--- config.mk ---
export PLATFORM = sky130hd
export DESIGN_NAME = sdc_core
export DESIGN_NICKNAME = d
export VERILOG_FILES = /design/src/inc/sdc_pkg.sv /design/src/logic/sdc_core.sv
export SDC_FILE = /design/constraint.sdc
export NUM_CORES = 2
export LEC_CHECK = 0
export ABC_AREA = 1
export BUFFER_PORTS_ARGS = -buffer_cell sky130_fd_sc_hd__buf_2
export CORE_UTILIZATION = 35
export DETAILED_ROUTE_END_ITERATION = 7
export SYNTH_ARGS = -nofsm -noshare
export SYNTH_HDL_FRONTEND = slang
export SYNTH_SLANG_ARGS = --single-unit
--- constraint.sdc ---
create_clock -name clk -period 17 [get_ports clk]
set_input_delay 1.7 -clock clk [delete_from_list [all_inputs] [get_ports clk]]
set_output_delay 1.7 -clock clk [all_outputs]
set_load 0.1 [all_outputs]
--- src/inc/sdc_pkg.sv ---
package sdc_pkg;
    // Contract
    // - filter is cubic sinc: three cascaded length-N averages, each scaled 1/N
    // - output word rate is clock over N times 128; first notch there
    // - changing the filter word rescales frequencies, never the shape
    // - notches at every multiple of the first, deeper than 100 dB
    // - cutoff at 0.262 times the first notch frequency
    // - linear phase, group delay proportional to N over modulator rate
    // - unsynchronised step may leave up to four invalid output periods
    // - synchronised step settles in exactly three output periods
    // - channel change restarts filter; data held back three periods
    // - decimate modulator samples taken at clock over 128
    // - mode select write accepted any time, starts chosen calibration
    // - host reads and writes 24-bit offset and full-scale coefficients
    // - subtract normalised offset first, then apply full-scale as gain
    // - zero-scale and full-scale results stored for selected channel
    // - 33-bit internal precision, results delivered as 16 or 24 bits
    // - polarity changes only coding and calibration points; mid-scale zero
    // - calibration end returns mode select bits to 0, 0, 0
    localparam int MOD_DIV   = 128;
    localparam int MOD_CNT_W = 7;
    localparam int CIC_ORDER = 3;
    localparam int FW_W      = 12;
    localparam int ACC_W     = 37;
    localparam int INT_W     = 33;
    localparam int RES_W     = 24;
    localparam int Q_W       = 25;
    localparam int DIV_STEPS = 25;
    localparam logic [11:0] FW_MIN     = 12'h002;
    localparam logic [11:0] FW_RST     = 12'h0F0;
    localparam logic [1:0]  SETTLE_OUT = 2'h3;
    localparam logic [7:0] OFS_CTRL = 8'h00;
    localparam logic [7:0] OFS_MODE = 8'h04;
    localparam logic [7:0] OFS_DATA = 8'h08;
    localparam logic [7:0] OFS_STAT = 8'h0C;
    localparam logic [7:0] OFS_ZS   = 8'h10;
    localparam logic [7:0] OFS_FS   = 8'h14;
    localparam int STAT_NEW     = 0;
    localparam int STAT_SETTLED = 1;
    localparam int STAT_BUSY    = 2;
    localparam logic [2:0] MODE_NORMAL    = 3'h0;
    localparam logic [2:0] MODE_SELF_FULL = 3'h1;
    localparam logic [2:0] MODE_SYS_ZS    = 3'h2;
    localparam logic [2:0] MODE_SYS_FS    = 3'h3;
    localparam logic [2:0] MODE_SELF_ZS   = 3'h6;
    localparam logic [2:0] MODE_SELF_FS   = 3'h7;
    localparam logic [23:0] ZS_RST   = 24'h000000;
    localparam logic [23:0] FS_RST   = 24'hFFFFFF;
    localparam logic [23:0] MID_CODE = 24'h800000;
    typedef struct packed {
        logic        resync;
        logic [1:0]  chan;
        logic        word24;
        logic        bipolar;
        logic [11:0] fword;
    } sdc_ctrl_t;
    localparam sdc_ctrl_t CTRL_RST = '{resync: 1'b0, chan: 2'h0,
        word24: 1'b1, bipolar: 1'b0, fword: FW_RST};
    typedef enum logic [1:0] {
        CAL_RUN = 2'b00,
        CAL_ZS  = 2'b01,
        CAL_FS  = 2'b11
    } sdc_cal_t;
    typedef enum logic [1:0] {
        DV_IDLE = 2'b00,
        DV_NORM = 2'b01,
        DV_CORR = 2'b11
    } sdc_div_t;
endpackage

--- src/logic/sdc_core.sv ---
`timescale 1ns/1ps
module sdc_core
    import sdc_pkg::*;
#(
    parameter int NCH = 3
) (
    input  wire logic        clk,
    input  wire logic        reset_n,
    input  wire logic        psel,
    input  wire logic        penable,
    input  wire logic        pwrite,
    input  wire logic [7:0]  paddr,
    input  wire logic [31:0] pwdata,
    output logic      [31:0] prdata,
    output logic             pready,
    output logic             pslverr,
    input  wire logic        mod_bit,
    input  wire logic        resync_n,
    output logic             data_new,
    output sdc_cal_t         cal_phase
);
    if (NCH < 1 || NCH > 4) begin : g_chk
        $error("NCH must lie in 1..4");
    end

    logic [1:0] mod_sync_q;
    logic [1:0] rs_sync_q;
    always_ff @(posedge clk or negedge reset_n) begin
        if (!reset_n) begin
            mod_sync_q <= 2'h0;
            rs_sync_q  <= 2'h3;
        end else begin
            mod_sync_q <= {mod_sync_q[0], mod_bit};
            rs_sync_q  <= {rs_sync_q[0], resync_n};
        end
    end

    // filter: integrators at modulator rate, combs at output rate
    sdc_ctrl_t          ctrl_q;
    logic               restart_q;
    logic [MOD_CNT_W-1:0] pre_q, pre_d;
    logic [FW_W-1:0]    dec_q, dec_d;
    logic [ACC_W-1:0]   integ_q [CIC_ORDER];
    logic [ACC_W-1:0]   integ_d [CIC_ORDER];
    logic [ACC_W-1:0]   dly_q   [CIC_ORDER];
    logic [ACC_W-1:0]   dly_d   [CIC_ORDER];
    logic [ACC_W-1:0]   sum_q, sum_d, cmb_v;
    logic [1:0]         settle_q, settle_d;
    logic               go_q, go_d, tick, out_ev;
    logic [FW_W-1:0]    nword;
    logic [ACC_W-1:0]   ncube;

    assign nword = (ctrl_q.fword < FW_MIN) ? FW_MIN : ctrl_q.fword;
    // unity dc gain of each stage means dividing by N cubed
    assign ncube = ACC_W'(nword) * ACC_W'(nword) * ACC_W'(nword);
    assign tick  = pre_q == MOD_CNT_W'(MOD_DIV - 1);
    assign out_ev = tick && (dec_q == nword - 12'h001);

    always_comb begin
        pre_d    = pre_q + 1'b1;
        dec_d    = dec_q;
        integ_d  = integ_q;
        dly_d    = dly_q;
        sum_d    = sum_q;
        settle_d = settle_q;
        go_d     = 1'b0;
        cmb_v    = '0;
        if (tick) begin
            integ_d[0] = integ_q[0] + ACC_W'(mod_sync_q[1]);
            for (int i = 1; i < CIC_ORDER; i++) begin
                integ_d[i] = integ_q[i] + integ_d[i-1];
            end
            dec_d = out_ev ? '0 : dec_q + 12'h001;
        end
        if (out_ev) begin
            // wrap-around arithmetic keeps the comb result exact
            cmb_v = integ_d[CIC_ORDER-1];
            for (int i = 0; i < CIC_ORDER; i++) begin
                dly_d[i] = cmb_v;
                cmb_v    = cmb_v - dly_q[i];
            end
            sum_d = cmb_v;
            if (settle_q != SETTLE_OUT) begin
                settle_d = settle_q + 2'h1;
            end
            go_d = settle_q >= SETTLE_OUT - 2'h1;
        end
        if (restart_q) begin
            for (int i = 0; i < CIC_ORDER; i++) begin
                integ_d[i] = '0;
                dly_d[i]   = '0;
            end
            dec_d    = '0;
            settle_d = '0;
            go_d     = 1'b0;
        end
    end

    always_ff @(posedge clk or negedge reset_n) begin
        if (!reset_n) begin
            pre_q    <= '0;
            dec_q    <= '0;
            integ_q  <= '{default: '0};
            dly_q    <= '{default: '0};
            sum_q    <= '0;
            settle_q <= '0;
            go_q     <= 1'b0;
        end else begin
            pre_q    <= pre_d;
            dec_q    <= dec_d;
            integ_q  <= integ_d;
            dly_q    <= dly_d;
            sum_q    <= sum_d;
            settle_q <= settle_d;
            go_q     <= go_d;
        end
    end

    // serial divider: normalisation pass, then correction pass
    sdc_div_t           dv_q, dv_d;
    sdc_cal_t           cal_q;
    logic [ACC_W-1:0]   rem_q, rem_d, den_q, den_d, sh_v;
    logic [Q_W-1:0]     quo_q, quo_d, qv;
    logic [4:0]         cnt_q, cnt_d;
    logic               neg_q, neg_d, dn_q, dn_d, dc_q, dc_d;
    logic [RES_W-1:0]   y_q, y_d;
    logic [INT_W-1:0]   diff_v, span_v, mag_v;
    logic [RES_W-1:0]   zs_q [NCH];
    logic [RES_W-1:0]   fs_q [NCH];
    logic [1:0]         ch;

    assign ch = (int'(ctrl_q.chan) < NCH) ? ctrl_q.chan : 2'h0;

    function automatic logic [RES_W-1:0] code_of(logic [Q_W-1:0] f,
                                                 logic neg, logic bip);
        logic [Q_W-1:0] s;
        s = '0;
        if (!bip) begin
            code_of = neg ? '0 : (f[Q_W-1] ? FS_RST : f[RES_W-1:0]);
        end else begin
            // mid-scale is zero input; half span each side
            s = neg ? {1'b0, MID_CODE} - {1'b0, f[Q_W-1:1]}
                    : {1'b0, MID_CODE} + {1'b0, f[Q_W-1:1]};
            code_of = s[Q_W-1] ? FS_RST : s[RES_W-1:0];
        end
    endfunction

    always_comb begin
        dv_d   = dv_q;
        rem_d  = rem_q;
        den_d  = den_q;
        quo_d  = quo_q;
        cnt_d  = cnt_q;
        neg_d  = neg_q;
        y_d    = y_q;
        dn_d   = 1'b0;
        dc_d   = 1'b0;
        sh_v   = (cnt_q == 5'h00) ? rem_q : {rem_q[ACC_W-2:0], 1'b0};
        qv     = {quo_q[Q_W-2:0], sh_v >= den_q};
        diff_v = '0;
        span_v = '0;
        mag_v  = '0;
        if (dv_q == DV_IDLE && go_q) begin
            dv_d  = DV_NORM;
            rem_d = sum_q;
            den_d = ncube;
            cnt_d = '0;
        end else if (dv_q != DV_IDLE) begin
            rem_d = (sh_v >= den_q) ? sh_v - den_q : sh_v;
            quo_d = qv;
            cnt_d = cnt_q + 5'h01;
            if (cnt_q == 5'(DIV_STEPS - 1)) begin
                dv_d = DV_IDLE;
                if (dv_q == DV_CORR) begin
                    dc_d = 1'b1;
                    y_d  = code_of(qv, neg_q, ctrl_q.bipolar);
                end else if (cal_q != CAL_RUN) begin
                    dn_d = 1'b1;
                end else begin
                    // offset out first, then span as gain
                    diff_v = INT_W'(qv) - INT_W'(zs_q[ch]);
                    span_v = INT_W'(fs_q[ch]) - INT_W'(zs_q[ch]);
                    if ($signed(span_v) <= 0) begin
                        span_v = INT_W'(1);
                    end
                    mag_v = diff_v[INT_W-1] ? -diff_v : diff_v;
                    neg_d = diff_v[INT_W-1];
                    if (mag_v >= span_v) begin
                        dc_d = 1'b1;
                        y_d  = code_of({1'b1, 24'h000000}, neg_d,
                                       ctrl_q.bipolar);
                    end else begin
                        dv_d  = DV_CORR;
                        rem_d = ACC_W'(mag_v);
                        den_d = ACC_W'(span_v);
                        cnt_d = 5'h01;
                        quo_d = '0;
                    end
                end
            end
        end
        // a restart drops a pass in flight; only a result already done in the restart cycle still lands
        if (restart_q) begin
            dv_d = DV_IDLE;
            dn_d = 1'b0;
            dc_d = 1'b0;
        end
    end

    always_ff @(posedge clk or negedge reset_n) begin
        if (!reset_n) begin
            dv_q  <= DV_IDLE;
            rem_q <= '0;
            den_q <= '0;
            quo_q <= '0;
            cnt_q <= '0;
            neg_q <= 1'b0;
            dn_q  <= 1'b0;
            dc_q  <= 1'b0;
            y_q   <= '0;
        end else begin
            dv_q  <= dv_d;
            rem_q <= rem_d;
            den_q <= den_d;
            quo_q <= quo_d;
            cnt_q <= cnt_d;
            neg_q <= neg_d;
            dn_q  <= dn_d;
            dc_q  <= dc_d;
            y_q   <= y_d;
        end
    end

    // register file, calibration sequencing
    sdc_ctrl_t          ctrl_d;
    sdc_cal_t           cal_d;
    logic [2:0]         mode_q, mode_d;
    logic [RES_W-1:0]   zs_d [NCH];
    logic [RES_W-1:0]   fs_d [NCH];
    logic [RES_W-1:0]   data_q, data_d, qsat;
    logic               new_q, new_d, restart_d;
    logic [31:0]        prdata_d;
    logic               pready_d, pslverr_d, acc, commit, wr;

    assign acc    = psel && penable && !pready;
    assign commit = psel && penable && pready;
    assign wr     = commit && pwrite;
    assign qsat   = quo_q[Q_W-1] ? FS_RST : quo_q[RES_W-1:0];

    always_comb begin
        ctrl_d    = ctrl_q;
        cal_d     = cal_q;
        mode_d    = mode_q;
        zs_d      = zs_q;
        fs_d      = fs_q;
        data_d    = data_q;
        new_d     = new_q;
        restart_d = !rs_sync_q[1];
        pready_d  = acc;
        pslverr_d = 1'b0;
        prdata_d  = prdata;
        if (acc) begin
            prdata_d = '0;
            unique case (paddr)
                OFS_CTRL: prdata_d = 32'({1'b0, ctrl_q[15:0]});
                OFS_MODE: prdata_d = 32'(mode_q);
                OFS_DATA: prdata_d = 32'(data_q);
                OFS_STAT: prdata_d = 32'({cal_q != CAL_RUN,
                                          settle_q == SETTLE_OUT, new_q});
                OFS_ZS:   prdata_d = 32'(zs_q[ch]);
                OFS_FS:   prdata_d = 32'(fs_q[ch]);
                default:  pslverr_d = 1'b1;
            endcase
        end
        if (commit && !pwrite && paddr == OFS_DATA) begin
            new_d = 1'b0;
        end
        if (wr && paddr == OFS_CTRL) begin
            ctrl_d = sdc_ctrl_t'(pwdata[16:0]);
            ctrl_d.resync = 1'b0;
            // notch or channel change restarts in step
            if (pwdata[16] || ctrl_d.chan != ctrl_q.chan ||
                ctrl_d.fword != ctrl_q.fword) begin
                restart_d = 1'b1;
            end
        end
        if (wr && paddr == OFS_ZS) begin
            zs_d[ch] = pwdata[RES_W-1:0];
        end
        if (wr && paddr == OFS_FS) begin
            fs_d[ch] = pwdata[RES_W-1:0];
        end
        if (dn_q) begin
            restart_d = 1'b1;
            if (cal_q == CAL_ZS) begin
                zs_d[ch] = qsat;
            end else begin
                fs_d[ch] = qsat;
            end
            if (cal_q == CAL_ZS && mode_q == MODE_SELF_FULL) begin
                cal_d = CAL_FS;
            end else begin
                cal_d  = CAL_RUN;
                mode_d = MODE_NORMAL;
            end
        end
        if (wr && paddr == OFS_MODE) begin
            // a new command aborts whatever is running
            mode_d    = pwdata[2:0];
            restart_d = 1'b1;
            unique case (pwdata[2:0])
                MODE_SELF_FULL, MODE_SYS_ZS, MODE_SELF_ZS: cal_d = CAL_ZS;
                MODE_SYS_FS, MODE_SELF_FS:                 cal_d = CAL_FS;
                default:                                   cal_d = CAL_RUN;
            endcase
        end
        if (dc_q) begin
            // set wins over a same-cycle read clear
            data_d = ctrl_q.word24 ? y_q : {8'h00, y_q[23:8]};
            new_d  = 1'b1;
        end
    end

    always_ff @(posedge clk or negedge reset_n) begin
        if (!reset_n) begin
            ctrl_q    <= CTRL_RST;
            cal_q     <= CAL_RUN;
            mode_q    <= MODE_NORMAL;
            zs_q      <= '{default: ZS_RST};
            fs_q      <= '{default: FS_RST};
            data_q    <= '0;
            new_q     <= 1'b0;
            restart_q <= 1'b1;
            prdata    <= '0;
            pready    <= 1'b0;
            pslverr   <= 1'b0;
        end else begin
            ctrl_q    <= ctrl_d;
            cal_q     <= cal_d;
            mode_q    <= mode_d;
            zs_q      <= zs_d;
            fs_q      <= fs_d;
            data_q    <= data_d;
            new_q     <= new_d;
            restart_q <= restart_d;
            prdata    <= prdata_d;
            pready    <= pready_d;
            pslverr   <= pslverr_d;
        end
    end

    assign data_new  = new_q;
    assign cal_phase = cal_q;

    // checks
    logic [19:0] per_q;
    always_ff @(posedge clk or negedge reset_n) begin
        if (!reset_n) begin
            per_q <= '0;
        end else begin
            per_q <= (out_ev || restart_q) ? 20'h00001 : per_q + 20'h00001;
        end
    end
endmodule

Word level (Yosys, flattened, before mapping). Index checks and enable logic that the tools add are counted.

Word-level logic and storage cells: 253. Bits in registers: 643. Output and inout port bits: 37. Bits of input ports: 47.

Bitwise gates (word level): 4. $mul: 2. Multiplexer cells: 113. Reduce and logical (&&, ||, !) cells: 44. Order comparisons: 8. Equality and inequality tests: 25. Add/subtract/negate cells: 17.

Operator list (number): $mux W37 (14); $mux W111 (4); $mux W72 (6); $mux W24 (17); $bwmux W72 (4); $mux W33 (7); $mux W25 (6); $sub A37 B37 Y37 (4); $pmux W24 S6 (1); $bmux W24 S2 (2); $add A37 B37 Y37 (2); $demux W24 S2 (1); $mux W12 (4); $add A37 B1 Y37 (1); $ge A37 B37 Y1 (1); $mul A24 B12 Y36 (1); $ge A33 B33 Y1 (1); $neg A33 Y33 (1); $mux W5 (6); $mux W2 (14); $sub A25 B24 Y26 (1); $add A24 B24 Y25 const A (1); $le A25 B1 Y1 const B (1); $sub A24 B24 Y25 (1); other kinds (45) (112).

Longest topological paths before layout.
Word-level depth: 22. Mapped depth: 70. Gate-level depth less buffers: 70.

Worst setup path after synthesis. Ideal clock, no wire load.

Path kind: register to register. Start: register ctrl_q[7] in the netlist's numbering. End: register den_q[31]. Library setup time: 0.130 ns. Data required time: 16.870 ns. Buffers on the path: 4. Path slack: 6.910 ns. Cell stages (with the launch flop): 51. Arrival: 9.960 ns. Clock period less this slack: 10.090 ns. Path through: dfstp_2 -> buf_2 -> clkbuf_1 -> clkbuf_1 -> nand2_1 -> fa_1 -> inv_1 -> fa_1 -> inv_1 -> fa_1 -> inv_1 -> fa_1 -> inv_1 -> fa_1 -> inv_1 -> ha_1 -> nand2_1 -> nand2_1 -> [... 15 more ...] -> inv_1 -> fa_1 -> fa_1 -> inv_1 -> fa_1 -> inv_1 -> ha_1 -> a21oi_1 -> inv_1 -> a31oi_1 -> a21boi_0 -> o21ai_0 -> nand2_1 -> nand2_1 -> nand3_1 -> nand2_1 -> o21ai_0 -> o21ai_0.

Cells in the longest elaborated chain, start to end: 5.

Ends and longest elaborated chain: start, declared (line sdc_core.sv:39) `sdc_ctrl_t ctrl_q;`; start signal, assigned (line sdc_core.sv:338) `ctrl_q <= ctrl_d;`; $lt A12 B2 Y1 (line sdc_core.sv:53) `assign nword = (ctrl_q.fword < FW_MIN) ? FW_MIN : ctrl_q.fword;`; $mux W12 * (line sdc_core.sv:53); $mul A12 B12 Y24 (line sdc_core.sv:55) `assign ncube = ACC_W'(nword) * ACC_W'(nword) * ACC_W'(nword);`; $mul A24 B12 Y36 * (line sdc_core.sv:55); $mux W37 * (line sdc_core.sv:163) `if (dv_q == DV_IDLE && go_q) begin`; end signal, assigned (line sdc_core.sv:224) `den_q <= den_d;`; end, declared (line sdc_core.sv:122) `logic [ACC_W-1:0] rem_q, rem_d, den_q, den_d, sh_v;`.

Every way passes the cells marked *; elsewhere a longest branch is shown, timed or not. A chain may end at the register's enable or synchronous reset.

Worst setup path in the final report.
Start: register integ_q[74] in the netlist's numbering. End: register sum_q[36].

Cells in the longest elaborated chain, start to end: 7.

Ends and longest elaborated chain: start, declared (line sdc_core.sv:43) `logic [ACC_W-1:0] integ_q [CIC_ORDER];`; start signal, assigned (line sdc_core.sv:111) `integ_q <= integ_d;`; $add A37 B1 Y37 (line sdc_core.sv:69) `integ_d[0] = integ_q[0] + ACC_W'(mod_sync_q[1]);`; $add A37 B37 Y37 (2 in series) (line sdc_core.sv:71) `integ_d[i] = integ_q[i] + integ_d[i-1];`; $mux W111 (line sdc_core.sv:68) `if (tick) begin`; $sub A37 B37 Y37 (3 in series) (line sdc_core.sv:80) `cmb_v = cmb_v - dly_q[i];`; end signal, assigned (line sdc_core.sv:113) `sum_q <= sum_d;`; end, declared (line sdc_core.sv:47) `logic [ACC_W-1:0] sum_q, sum_d, cmb_v;`.

Every way passes these cells. The select of a mux whose other input is x is not followed.

==> flow_summary.yaml <==
critical_path:
  path_buf_inv: 4
  end_kind: "flop"
  crit_required_ns: 17.60
  cpMostUsedCell: "nand2_1"
  cp-start-kind: "flop"
  cpPeakStageDelay_ns: 0.65
  crit_family: "simple AND/OR/NAND/NOR gates"
  arrival_ns: 12.53
  slowest_stage: "nor4_1"
  cp_max_fo: 6
  critPathKind: "flop to flop"
sta:
  setup_viol: 0
  period_share_pct: 70.2
  finalHoldViolations: 0
  rsz0062_at_grt: "no"
  worstMarginPinSlew_ns: 1.23
  clock.fmax_mhz: 83.8
  tns_ns: 0
  min_period_ns: 11.93
  max_slew_margin_pct: 17.2
  fin_skew_ns: 0.0451
  maxSlewViolCount: 0
floorplanning:
  boundaryPins: 84
  fp.coreArea_sq_mm: 0.168
  die_w_microns: 414
  start_util_pct: 35.4
  dieArea_sq_mm: 0.171
  dieHeight_microns: 414
  row_count: 150
synthesis:
  ys_ff_latch: 634
  yosysUniqueCellTypes: 79
  yosys.cell_count.top_type: "nand2_1"
  synthArstFlopShare_pct: 100
  yosys_warnings: 0
  synth_cells: 8042
  ys_seq_area_share_pct: 26.9
  yosysTopAreaCell: "dfrtp_1"
  synth-main-ff-cell: "dfrtp_1"
  syn_area_per_cell_sq_um: 7.39
  synth_top_area_share_pct: 23.3
  synth-edff-count: 0
  syn_area_sq_mm: 0.0594
  synthTopCellsByCount: "nand2_1 (1863), inv_1 (1275), nor2_1 (657), o21ai_0 (600), dfrtp_1 (554)"
  synth.area.top_cells: "dfrtp_1 (23%), nand2_1 (12%), fa_1 (10%), ha_1 (9.7%), inv_1 (8.1%)"
job:
  drv_cap: 0
global_routing:
  grt_remaining_overflow: 0
  grt_use_met1_pct: 32.0
  antenna_found_initial: 1
  grt-busiest-layer: "met2"
  grt_max_degree: 141
  first_global_vias: 52683
  grt_pass1_wl_microns: 303000
  grt_util_met3_pct: 3.11
  grt_usage_pct: 22.2
  gr-usage-met2_pct: 34.6
finish:
  seqCellArea_sq_mm: 0.0160
  multi_input_area_sq_mm: 0.0375
  layout-drive-gt1-share_pct: 6.18
  final_nets: 8808
  syn_to_final_growth_pct: 9.23
  nFillCells: 17581
cts:
  cts_sinks: 634
  post_cts.repair.setup_buffers: 0
  clk_latency_ns: 0.71
  cts_buffers: 79
  cts_tree: "yes"
  cts-resized-gates: 0
  ctsHoldBuffers: 0
  clk_pin_slew_worst_paths_ns: 0.06
  htree_levels: 3
  clk_path_buf_depth: 3
  cts_root_buffer: "clkbuf_16"
routing:
  drtAntennaViolNets: 0
  dr_total_vias: 54351
  first_iter_violations: 4977
  post_drt_wl_per_cell_microns: 18.8
  finalWirelength_microns: 193000
  drc: 0
  post_drt_via_cell_ratio: 5.29
  firstDrtPassIters: 6
hold_path:
  hp-class: "flop to flop"
placed_design:
  gp_congestion: 0.952
  dp_hpwl_microns: 145000
  port_buffers: 67
outcome:
  status: "finished, final reports clean"
per-stage QoR:
stage / setup WS, ns / hold slack [ns] / area, sq um / util [%] / cells
6_report: 5.07 / 0.354 / 64900 / 38.7 / 10275
4_1_cts: 5.04 / 0.358 / 64900 / 38.7 / 10274
3_3_place_gp: 5.10 / 0.343 / 62000 / 37.0 / 10126
3_5_place_dp: 5.08 / 0.342 / 62000 / 37.0 / 10126
2_1_floorplan: 6.91 / 0.331 / 59500 / - / 8063
5_1_grt: 3.90 / 0.363 / 64900 / 38.7 / 10274
state kept, by name, summed over array words and instances (netlist names), 25 cells and up:
| name | flops |
|---|---|
| dly_q | 111 |
| integ_q | 111 |
| fs_q | 72 |
| zs_q | 72 |
| rem_q | 37 |
| sum_q | 37 |
| den_q | 36 |
| quo_q | 25 |
per-layer routing:
metal  wire length (microns)  part of all wire [%]
met1                   88700                    46
met2                   85700                    44
met3                   14200                   7.3
met4                    4790                   2.5
met5                       0                     0
cells by family (layout without fill, tap and decap cells):
logic type | after synthesis | in the layout | synth area share (%)
buffers and inverters | 1589 | 1596 | 10.3
muxes | 6 | 6 | 0.101
xor gates and xnor gates | 351 | 351 | 5.17
other | 2 | 24 | 0.0126
DFF | 634 | 634 | 26.9
adders and majority gates | 758 | 758 | 19.7
and+or+nand+nor | 2989 | 2989 | 20.5
AOI/OAI and AO/OA | 1713 | 1713 | 17.4
path summary, 6_finish.rpt:
check	from	endpoint	slack [ns]	cells past startpoint
max reg2reg	integ_q[74]	sum_q[36]	5.07	60
max	integ_q[74]	sum_q[36]	5.07	60
min	mod_sync_q[0]	mod_sync_q[1]	0.35	0
min reg2reg	mod_sync_q[0]	mod_sync_q[1]	0.35	0
max in group asynchronous	reset_n	integ_q[104]	12.88	4
min in group asynchronous	reset_n	prdata[19]	1.04	1
worst register-to-register path, delay by kind of cell, from the launching register on:
family / cells / cell delay [ns]
simple gates: 31 / 4.84
compound gates: 14 / 3.40
fa+ha+maj: 6 / 1.76
xor+xnor: 5 / 1.13
flops: 1 / 0.37
buf+inv: 4 / 0.33
cells in the final DEF, fill, tap and decap left out, types with 69 or more instances in the layout:
cell / count
xnor2_1: 116
nand2_1: 1863
dfstp_2: 80
buf_4: 80
dfrtp_1: 554
fa_1: 299
a21oi_1: 493
inv_1: 1273
xor2_1: 235
o21ai_0: 600
clkbuf_16: 79
nor3_1: 69
a32oi_1: 121
o22ai_1: 75
nor2_1: 650
nand3_1: 196
ha_1: 458
cell type report:
type,instances,area share (%)
Tap cell,2204,4.25
Sequential cell,634,24.6
Clock inverter,37,0.923
Clock buffer,111,3.48
Timing Repair Buffer,148,1.49
Multi-Input combinational cell,5840,57.7
Inverter,1300,7.52
Antenna cell,1,0.00386
Power is left out: the tool's default activity adds up to more than one toggle a clock period on the data nets, which glitch-free logic cannot reach.
